## src/inc/mtr_pkg.sv

```systemverilog
package mtr_pkg;

   // ************************************************************
   // Memory type encodings
   // ************************************************************
   localparam logic [2:0] MT_UNCACHEABLE       = 3'h0;
   localparam logic [2:0] MT_WRITE_COMBINING   = 3'h1;
   localparam logic [2:0] MT_WRITE_THROUGH     = 3'h4;
   localparam logic [2:0] MT_WRITE_PROTECT     = 3'h5;
   localparam logic [2:0] MT_WRITE_BACK        = 3'h6;
   localparam logic [2:0] MT_UNCACHEABLE_MINUS = 3'h7;

   // ************************************************************
   // Register offsets (byte addresses)
   // ************************************************************
   localparam int          ADDR_W          = 12;
   localparam logic [11:0] PAT_LO_OFS      = 12'h000;
   localparam logic [11:0] PAT_HI_OFS      = 12'h004;
   localparam logic [11:0] RANGE_CTRL_OFS  = 12'h008;
   localparam logic [11:0] SYS_CFG_OFS     = 12'h00c;
   localparam logic [11:0] STATUS_OFS      = 12'h010;
   localparam logic [11:0] FIXED_BASE_OFS  = 12'h020;
   localparam int          FIXED_WIN_BYTES = 32;

   // ************************************************************
   // Field positions
   // ************************************************************
   localparam int TYPE_MSB          = 2;
   localparam int WR_ROUTE_BIT      = 3;
   localparam int RD_ROUTE_BIT      = 4;
   localparam int RANGE_EN_BIT      = 0;
   localparam int ROUTE_EN_BIT      = 18;
   localparam int ROUTE_MOD_EN_BIT  = 19;
   localparam int ST_TYPE_LSB       = 0;
   localparam int ST_DRAM_BIT       = 4;
   localparam int ST_RSVD_BIT       = 5;

   // ************************************************************
   // Values after reset
   // ************************************************************
   localparam logic [63:0] PAT_RESET   = 64'h0007040600070406;
   localparam logic [4:0]  FIXED_RESET = 5'h00;

endpackage : mtr_pkg

```

## src/logic/mtr_resolver.sv

```systemverilog
`timescale 1ns/100ps

module mtr_resolver
   import mtr_pkg::*;
#(
   parameter int NUM_FIXED = 8,
   parameter int FIX_IDX_W = 3
) (
   input  wire logic                 clk,          // Core clock
   input  wire logic                 rst,          // Sync reset, high
   input  wire logic                 psel,         // APB select
   input  wire logic                 penable,      // APB enable
   input  wire logic                 pwrite,       // APB direction
   input  wire logic [ADDR_W-1:0]    paddr,        // APB byte address
   input  wire logic [31:0]          pwdata,       // APB write data
   input  wire logic [3:0]           pstrb,        // APB byte strobes
   output logic                      pready,       // APB ready
   output logic [31:0]               prdata,       // APB read data
   output logic                      pslverr,      // APB error
   input  wire logic                 lk_valid,     // Lookup request
   input  wire logic [2:0]           lk_pat_idx,   // Page index bits
   input  wire logic [2:0]           lk_var_type,  // Variable range type
   input  wire logic                 lk_fixed_hit, // Address in fixed range
   input  wire logic [FIX_IDX_W-1:0] lk_fixed_idx, // Fixed range number
   input  wire logic                 lk_is_write,  // Access is a write
   output logic                      res_valid,    // Result valid
   output logic [2:0]                eff_type,     // Effective type
   output logic                      route_dram,   // 1 memory, 0 I/O
   output logic                      combo_rsvd    // Reserved pairing
);

   // ************************************************************
   // Helper functions
   // ************************************************************

   // Supported type encoding check
   function automatic logic type_ok(input logic [7:0] t);
      type_ok = (t == {5'h00, MT_UNCACHEABLE}) ||
                (t == {5'h00, MT_WRITE_COMBINING}) ||
                (t == {5'h00, MT_WRITE_THROUGH}) ||
                (t == {5'h00, MT_WRITE_PROTECT}) ||
                (t == {5'h00, MT_WRITE_BACK}) ||
                (t == {5'h00, MT_UNCACHEABLE_MINUS});
   endfunction : type_ok

   // Valid range type (no minus encoding there)
   function automatic logic range_ok(input logic [2:0] t);
      range_ok = type_ok({5'h00, t}) && (t != MT_UNCACHEABLE_MINUS);
   endfunction : range_ok

   // Page type merged with range type
   function automatic logic [2:0] merge(input logic [2:0] pa,
                                        input logic [2:0] rt);
      merge = MT_UNCACHEABLE;
      case (pa)
         MT_UNCACHEABLE: merge = MT_UNCACHEABLE;
         MT_UNCACHEABLE_MINUS: begin
            if (rt == MT_WRITE_COMBINING) begin
               merge = MT_WRITE_COMBINING;
            end
         end
         MT_WRITE_COMBINING: merge = MT_WRITE_COMBINING;
         MT_WRITE_PROTECT: begin
            if (rt == MT_WRITE_PROTECT || rt == MT_WRITE_BACK) begin
               merge = MT_WRITE_PROTECT;
            end
         end
         MT_WRITE_THROUGH: begin
            if (rt == MT_WRITE_THROUGH || rt == MT_WRITE_BACK) begin
               merge = MT_WRITE_THROUGH;
            end
         end
         MT_WRITE_BACK: merge = rt;
         default: merge = MT_UNCACHEABLE;
      endcase
   endfunction : merge

   // Routing bits against type validity
   function automatic logic route_rsvd(input logic       rd,
                                       input logic       wr,
                                       input logic [2:0] t);
      case ({rd, wr})
         2'b00: route_rsvd = (t == MT_WRITE_BACK);
         2'b01: route_rsvd = (t != MT_UNCACHEABLE) &&
                             (t != MT_WRITE_COMBINING);
         2'b10: route_rsvd = (t != MT_UNCACHEABLE) &&
                             (t != MT_WRITE_PROTECT);
         2'b11: route_rsvd = (t == MT_WRITE_PROTECT);
         default: route_rsvd = 1'b1;
      endcase
   endfunction : route_rsvd

   // Fixed field as software sees it
   function automatic logic [7:0] fix_view(input logic [4:0] f,
                                           input logic       mod_en);
      fix_view = mod_en ? {3'h0, f} : {5'h00, f[TYPE_MSB:0]};
   endfunction : fix_view

   // ************************************************************
   // Settings storage
   // ************************************************************
   logic [63:0]          pat_ff;
   logic                 range_en_ff;
   logic                 route_en_ff;
   logic                 mod_en_ff;
   logic [4:0]           fixed_ff [NUM_FIXED];
   logic                 pready_ff;
   logic [31:0]          prdata_ff;
   logic                 pslverr_ff;
   logic                 res_valid_ff;
   logic [2:0]           eff_type_ff;
   logic                 route_dram_ff;
   logic                 combo_rsvd_ff;

   logic                 acc_take;
   logic                 acc_commit;
   logic [31:0]          nxt_prdata;
   logic                 nxt_pslverr;
   logic [ADDR_W-1:0]    fix_ofs;
   logic                 in_fix_win;
   logic                 pat_wr_ok;
   logic [2:0]           pa_sel;
   logic [4:0]           fix_sel;
   logic [2:0]           rt_sel;
   logic                 dir_bit;
   logic [2:0]           nxt_eff_type;
   logic                 nxt_route_dram;
   logic                 nxt_combo_rsvd;

   // ************************************************************
   // APB access decode
   // ************************************************************

   // First access cycle raises ready, second cycle commits
   assign acc_take   = psel && penable && !pready_ff;
   assign acc_commit = psel && penable && pready_ff;
   assign fix_ofs    = paddr - FIXED_BASE_OFS;
   assign in_fix_win = (paddr >= FIXED_BASE_OFS) &&
                       (fix_ofs < ADDR_W'(FIXED_WIN_BYTES));

   // All four page fields in a written word must be supported
   always_comb begin
      pat_wr_ok = 1'b1;
      for (int j = 0; j < 4; j++) begin
         if (!type_ok(pwdata[8*j +: 8])) begin
            pat_wr_ok = 1'b0;
         end
      end
   end

   // Read data and error for the addressed register
   always_comb begin
      nxt_prdata  = 32'h0000_0000;
      nxt_pslverr = 1'b0;
      case (paddr)
         PAT_LO_OFS: begin
            nxt_prdata  = pat_ff[31:0];
            nxt_pslverr = pwrite && !pat_wr_ok;
         end
         PAT_HI_OFS: begin
            nxt_prdata  = pat_ff[63:32];
            nxt_pslverr = pwrite && !pat_wr_ok;
         end
         RANGE_CTRL_OFS: nxt_prdata[RANGE_EN_BIT] = range_en_ff;
         SYS_CFG_OFS: begin
            nxt_prdata[ROUTE_EN_BIT]     = route_en_ff;
            nxt_prdata[ROUTE_MOD_EN_BIT] = mod_en_ff;
         end
         STATUS_OFS: begin
            nxt_prdata[ST_TYPE_LSB +: 3] = eff_type_ff;
            nxt_prdata[ST_DRAM_BIT]      = route_dram_ff;
            nxt_prdata[ST_RSVD_BIT]      = combo_rsvd_ff;
         end
         default: begin
            if (in_fix_win && paddr[1:0] == 2'b00) begin
               for (int j = 0; j < 4; j++) begin
                  if (int'(fix_ofs) + j < NUM_FIXED) begin
                     nxt_prdata[8*j +: 8] = fix_view(
                        fixed_ff[int'(fix_ofs) + j], mod_en_ff);
                  end
               end
            end else begin
               nxt_pslverr = 1'b1;
            end
         end
      endcase
   end

   // Ready handshake and registered answer
   always_ff @(posedge clk) begin
      if (rst) begin
         pready_ff  <= 1'b0;
         prdata_ff  <= 32'h0000_0000;
         pslverr_ff <= 1'b0;
      end else if (acc_take) begin
         pready_ff  <= 1'b1;
         prdata_ff  <= pwrite ? 32'h0000_0000 : nxt_prdata;
         pslverr_ff <= nxt_pslverr;
      end else begin
         pready_ff  <= 1'b0;
         pslverr_ff <= 1'b0;
      end
   end

   // ************************************************************
   // Register writes
   // ************************************************************

   // Page attribute fields, refused whole on a bad encoding
   always_ff @(posedge clk) begin
      if (rst) begin
         pat_ff <= PAT_RESET;
      end else if (acc_commit && pwrite && !pslverr_ff) begin
         for (int j = 0; j < 4; j++) begin
            if (paddr == PAT_LO_OFS && pstrb[j]) begin
               pat_ff[8*j +: 8] <= pwdata[8*j +: 8];
            end
            if (paddr == PAT_HI_OFS && pstrb[j]) begin
               pat_ff[32 + 8*j +: 8] <= pwdata[8*j +: 8];
            end
         end
      end
   end

   // Range enable and system configuration enables
   always_ff @(posedge clk) begin
      if (rst) begin
         range_en_ff <= 1'b0;
         route_en_ff <= 1'b0;
         mod_en_ff   <= 1'b0;
      end else if (acc_commit && pwrite) begin
         if (paddr == RANGE_CTRL_OFS && pstrb[0]) begin
            range_en_ff <= pwdata[RANGE_EN_BIT];
         end
         if (paddr == SYS_CFG_OFS && pstrb[2]) begin
            route_en_ff <= pwdata[ROUTE_EN_BIT];
            mod_en_ff   <= pwdata[ROUTE_MOD_EN_BIT];
         end
      end
   end

   // Fixed range fields; routing bits locked unless modify enabled
   always_ff @(posedge clk) begin
      if (rst) begin
         for (int i = 0; i < NUM_FIXED; i++) begin
            fixed_ff[i] <= FIXED_RESET;
         end
      end else if (acc_commit && pwrite && !pslverr_ff && in_fix_win) begin
         for (int j = 0; j < 4; j++) begin
            if (pstrb[j] && int'(fix_ofs) + j < NUM_FIXED) begin
               fixed_ff[int'(fix_ofs) + j][TYPE_MSB:0] <=
                  pwdata[8*j +: 3];
               if (mod_en_ff) begin
                  fixed_ff[int'(fix_ofs) + j][RD_ROUTE_BIT:WR_ROUTE_BIT]
                     <= pwdata[8*j + WR_ROUTE_BIT +: 2];
               end
            end
         end
      end
   end

   // ************************************************************
   // Type merging and routing
   // ************************************************************

   // Settings are only local; nothing is checked against other cores
   assign pa_sel  = pat_ff[{lk_pat_idx, 3'b000} +: 3];
   assign fix_sel = fixed_ff[lk_fixed_idx];
   assign rt_sel  = !range_en_ff ? MT_UNCACHEABLE :
                    lk_fixed_hit ? fix_sel[TYPE_MSB:0] : lk_var_type;
   assign dir_bit = lk_is_write ? fix_sel[WR_ROUTE_BIT]
                                : fix_sel[RD_ROUTE_BIT];

   // Merge from current settings for this lookup
   always_comb begin
      nxt_eff_type   = merge(pa_sel, rt_sel);
      nxt_route_dram = lk_fixed_hit && route_en_ff && dir_bit;
      nxt_combo_rsvd = !range_ok(rt_sel) ||
                       (lk_fixed_hit && route_en_ff &&
                        route_rsvd(fix_sel[RD_ROUTE_BIT],
                                   fix_sel[WR_ROUTE_BIT],
                                   fix_sel[TYPE_MSB:0]));
      if (!route_en_ff) begin
         nxt_route_dram = 1'b0;
      end
   end

   // Result registers
   always_ff @(posedge clk) begin
      if (rst) begin
         res_valid_ff  <= 1'b0;
         eff_type_ff   <= MT_UNCACHEABLE;
         route_dram_ff <= 1'b0;
         combo_rsvd_ff <= 1'b0;
      end else begin
         res_valid_ff <= lk_valid;
         if (lk_valid) begin
            eff_type_ff   <= nxt_eff_type;
            route_dram_ff <= nxt_route_dram;
            combo_rsvd_ff <= nxt_combo_rsvd;
         end
      end
   end

   assign pready     = pready_ff;
   assign prdata     = prdata_ff;
   assign pslverr    = pslverr_ff;
   assign res_valid  = res_valid_ff;
   assign eff_type   = eff_type_ff;
   assign route_dram = route_dram_ff;
   assign combo_rsvd = combo_rsvd_ff;

   // ************************************************************
   // Assertions
   // ************************************************************
   logic [2*NUM_FIXED-1:0] route_bits;

   // All routing bits gathered for stability checks
   always_comb begin
      for (int i = 0; i < NUM_FIXED; i++) begin
         route_bits[2*i +: 2] = fixed_ff[i][RD_ROUTE_BIT:WR_ROUTE_BIT];
      end
   end

   pat_uc_a: assert property (@(posedge clk) disable iff (rst)
      lk_valid && pa_sel == MT_UNCACHEABLE |=> eff_type_ff == MT_UNCACHEABLE)
      else $error("uncacheable page not uncacheable");
   ucm_wc_a: assert property (@(posedge clk) disable iff (rst)
      lk_valid && pa_sel == MT_UNCACHEABLE_MINUS |=>
      eff_type_ff == ($past(rt_sel) == MT_WRITE_COMBINING ?
                      MT_WRITE_COMBINING : MT_UNCACHEABLE))
      else $error("uncacheable minus merge wrong");
   pat_wc_a: assert property (@(posedge clk) disable iff (rst)
      lk_valid && pa_sel == MT_WRITE_COMBINING |=>
      eff_type_ff == MT_WRITE_COMBINING)
      else $error("combining page not combining");
   pat_wp_a: assert property (@(posedge clk) disable iff (rst)
      lk_valid && pa_sel == MT_WRITE_PROTECT && rt_sel == MT_WRITE_BACK
      |=> eff_type_ff == MT_WRITE_PROTECT)
      else $error("protect page over write-back wrong");
   pat_wb_a: assert property (@(posedge clk) disable iff (rst)
      lk_valid && pa_sel == MT_WRITE_BACK |=> eff_type_ff == $past(rt_sel))
      else $error("write-back page not range type");
   range_off_a: assert property (@(posedge clk) disable iff (rst)
      lk_valid && !range_en_ff && pa_sel == MT_WRITE_BACK |=>
      eff_type_ff == MT_UNCACHEABLE)
      else $error("disabled ranges not uncacheable");
   route_off_a: assert property (@(posedge clk) disable iff (rst)
      lk_valid && !route_en_ff |=> res_valid_ff && !route_dram_ff)
      else $error("disabled routing reached memory");
   wr_route_a: assert property (@(posedge clk) disable iff (rst)
      lk_valid && lk_fixed_hit && route_en_ff && lk_is_write |=>
      route_dram_ff == $past(fix_sel[WR_ROUTE_BIT]))
      else $error("write routing wrong");
   rd_route_a: assert property (@(posedge clk) disable iff (rst)
      lk_valid && lk_fixed_hit && route_en_ff && !lk_is_write |=>
      route_dram_ff == $past(fix_sel[RD_ROUTE_BIT]))
      else $error("read routing wrong");
   mod_lock_a: assert property (@(posedge clk) disable iff (rst)
      !mod_en_ff |=> $stable(route_bits))
      else $error("routing bits changed while locked");
   apb_ready_a: assert property (@(posedge clk) disable iff (rst)
      acc_take |=> pready_ff ##1 !pready_ff)
      else $error("ready not a single cycle");

endmodule : mtr_resolver

```

## config.mk

```make
export PLATFORM = sky130hd
export DESIGN_NAME = mtr_resolver
export DESIGN_NICKNAME = d
export VERILOG_FILES = /design/src/inc/mtr_pkg.sv /design/src/logic/mtr_resolver.sv
export SDC_FILE = /design/constraint.sdc
export NUM_CORES = 1
export LEC_CHECK = 0
export BUFFER_PORTS_ARGS = -buffer_cell sky130_fd_sc_hd__buf_2
export CAP_MARGIN = 20
export CORE_ASPECT_RATIO = 0.7
export CORE_MARGIN = 2
export CORE_UTILIZATION = 50
export DETAILED_ROUTE_END_ITERATION = 12
export HOLD_SLACK_MARGIN = 0.06
export PLACE_DENSITY = 0.8
export SLEW_MARGIN = 20
export SYNTH_ARGS = -nofsm -noshare
export SYNTH_HDL_FRONTEND = slang
export SYNTH_SLANG_ARGS = --single-unit
```

## constraint.sdc

```tcl
create_clock -name clk -period 4.6 [get_ports clk]
set_input_delay 0.69 -clock clk [delete_from_list [all_inputs] [get_ports clk]]
set_output_delay 0.69 -clock clk [all_outputs]
set_load 0.01 [all_outputs]
```

==> flow_metrics.env <==
export IMPL_status="completed"
export IMPL_cp_start_kind="input pin"
export IMPL_grt_pass1_vias=9583
export IMPL_synthesis_area_um2=10320
export IMPL_synthArstFlopShare_pct=0
export IMPL_n_antenna_cell=0
export IMPL_cap_viol_max_count=0
export IMPL_dp_hpwl_um=29210
export IMPL_root_buffer="clkbuf_16"
export IMPL_io_pins=105
export IMPL_synth_nets=1255
export IMPL_drtIter0Drc=2146
export IMPL_final_nets=1301
export IMPL_post_cts_buffers=0
export IMPL_fill_cells=1752
export IMPL_hold_ws_ps=454.7
export IMPL_syn_avg_cell_area_um2=8.759
export IMPL_cp_end_kind="flip-flop"
export IMPL_irDropWorstVdd_v=0.0002828
export IMPL_cts_tree="done"
export IMPL_clock_skew_final_ps=11.15
export IMPL_die_w_um=175.7
export IMPL_track_usage_pct=36.81
export IMPL_synthTopCellsByArea="dfxtp_1 (21%), mux4_2 (12%), edfxtp_1 (12%), a21oi_1 (6.1%), mux2i_1 (5.8%)"
export IMPL_core_area_um2=20010
export IMPL_firstDrtPassIters=6
export IMPL_synth_seq_cells=147
export IMPL_netlist_instances=1178
export IMPL_mostFrequentLayoutCell="nand2_1"
export IMPL_seq_area_frac_synth_pct=32.40
export IMPL_min_from="pat_ff[27]$_SDFFE_PP0P_"
export IMPL_grt_antenna_before_repair=0
export IMPL_cts_resized=0
export IMPL_port_buffers=104
export IMPL_routedWlPerCell_um=26.53
export IMPL_synthFlopType="dfxtp_1"
export IMPL_clkPwrFrac_pct=43.5
export IMPL_drt_wl_total_um=39980
export IMPL_dp_cells=1475
export IMPL_finalSetupViolations=0
export IMPL_vias_per_cell=7.156
export IMPL_critical_path_required_ps=4700
export IMPL_chipHeight_um=124.2
export IMPL_cts_htree_levels=4
export IMPL_power_switching_w=0.001028
export IMPL_rsz0062_at_grt="false"
export IMPL_pwr_share_seq_pct=41.6
export IMPL_clk_pin_slew_ps=70
export IMPL_switching_share_pct=31.36
export IMPL_r2r_start="pready$_SDFF_PP0_"
export IMPL_setup_slack_ps=772.8
export IMPL_layout_common_cells="nand2_1 (132), a21oi_1 (126), dfxtp_1 (107)"
export IMPL_hold_violations=0
export IMPL_area_delta_synth_final_pct=12.40
export IMPL_preCtsSetupSlack_ps=410.8
export IMPL_p_per_area_nw_per_um2=282.6
export IMPL_period_needed_ps=3827
export IMPL_cts_buffers=17
export IMPL_path_class="in2reg"
export IMPL_p_leak_nw=4.145
export IMPL_initial_core_util_pct=51.56
export IMPL_clock_path_buffers=2
export IMPL_final_setup_tns_ps=0
export IMPL_cp_arrival_ps=3930
export IMPL_intPower_w=0.002250
export IMPL_fin_cells=1507
export IMPL_slew_headroom_pct=29.72
export IMPL_slew_violations=0
export IMPL_num_vias=10780
export IMPL_grt_pass1_wl_um=59850
export IMPL_die_area_um2=21820
export IMPL_tightest_slew_ps=1045
export IMPL_max_freq_mhz=261.3
export IMPL_place_congestion=1.027
export IMPL_synth_area_leader_cell="dfxtp_1"
export IMPL_rows=43
export IMPL_grt_max_degree=99
export IMPL_hold_buffers=0
export IMPL_fin_area_um2=11600
export IMPL_post_route_drc_count=0
export IMPL_holdCritPathClass="reg2reg"
export IMPL_drtAntennaViolNets=0
export IMPL_drive_gt1_share_pct=20.70
export IMPL_netlist_area_leader_share_pct=20.76
export IMPL_cp_max_fo=18
export IMPL_dpl_cell_area_um2=10990
export IMPL_startpoint="paddr[5]"
export IMPL_comb_power_share_pct=14.8
export IMPL_timing_final_crit_share_pct=83.20
export IMPL_grt_ovfl_total=0
export IMPL_cts_sinks=147
export IMPL_yosys_warnings=0
export IMPL_clock_latency_ps=440
export IMPL_synth_edff_count=40
export IMPL_synth_distinct_cells=76
registers in the layout, summed over array words and instances (netlist names):
name / count
pat_ff: 64
fixed_ff: 40
prdata: 32
eff_type: 3
combo_rsvd: 1
mod_en_ff: 1
pready: 1
pslverr: 1
range_en_ff: 1
res_valid: 1
route_dram: 1
route_en_ff: 1
layout make-up:
class,count,area (µm²),area share (%)
clock inverter,15,182.7,1.575
clock buffer,17,425.4,3.668
inverter,21,78.83,0.6796
sequential,147,3343,28.82
multi-input combinational,898,6445,55.57
timing repair buffer,139,785.8,6.775
tap,270,337.8,2.913
layer usage:
metal	track usage [%]	vias up	wire length [µm]
li1	-	4571	-
met1	53.13	5129	15890
met2	48.82	969	15710
met3	15.75	113	7097
met4	11.26	2	1199
met5	3.009	-	82
cell usage after synthesis, types with 6 or more instances:
| cell | count |
|---|---|
| nand3b_1 | 17 |
| nand3_1 | 82 |
| a22oi_1 | 20 |
| nor3_1 | 13 |
| nor2_1 | 102 |
| and3_1 | 11 |
| edfxtp_1 | 40 |
| a221oi_1 | 15 |
| nor4_1 | 17 |
| nand2_1 | 132 |
| ha_1 | 12 |
| mux4_2 | 56 |
| a32oi_1 | 10 |
| mux2_2 | 8 |
| and4_1 | 14 |
| xnor2_1 | 8 |
| buf_2 | 13 |
| o21ai_0 | 33 |
| buf_1 | 20 |
| nor4_2 | 7 |
| a211oi_1 | 6 |
| nor3b_1 | 9 |
| clkbuf_1 | 75 |
| a31oi_1 | 6 |
| mux2i_1 | 60 |
| nor2b_1 | 6 |
| dfxtp_1 | 107 |
| a21oi_1 | 126 |
| o22ai_1 | 22 |
| nand4_1 | 8 |
| inv_1 | 18 |
| nand2b_1 | 8 |
| a211o_1 | 6 |
worst max-delay path, cell delays in order:
cell and delay [ps]:
buf_2 200, inv_1 130, ha_1 540, xnor2_1 240
or3_1 430, a21boi_0 190, o2111ai_1 150, nor4_1 920
nor4_1 150, o21bai_1 280
power groups by stage:
stage               clock network [W]  registers, W  logic (W)
finish                        0.00143       0.00137   0.000487
global route                  0.00149       0.00136   0.000506
CTS                           0.00142       0.00136   0.000467
detailed placement                  0       0.00139   0.000465
global placement                    0       0.00139   0.000461
floorplan                           0       0.00138   0.000310
cell families after synthesis:
family | synth area share [%]
compound gates | 17.95
buf+inv | 5.141
fa+ha+maj | 1.455
flops | 32.40
mux | 18.92
xor+xnor | 1.103
simple gates | 23.04
stage by stage:
stage | utilization [%] | total power [W]
6_report | 57.95 | 0.003278
3_5_place_dp | 54.91 | 0.001856
3_3_place_gp | 54.91 | 0.001851
4_1_cts | 57.95 | 0.003250
2_1_floorplan | - | 0.001687
5_1_grt | 57.95 | 0.003355
path summary, 6_finish.rpt:
kind,end,slack (ps),cells past startpoint
max,fixed_ff[5][3]$_DFFE_PP_,770,10
min,pat_ff[27]$_SDFFE_PP0P_,450,2
max reg2reg,prdata[11]$_SDFFE_PP0P_,1580,6
min reg2reg,pat_ff[27]$_SDFFE_PP0P_,450,2
Note: power is estimated with default switching activity, not from simulation.
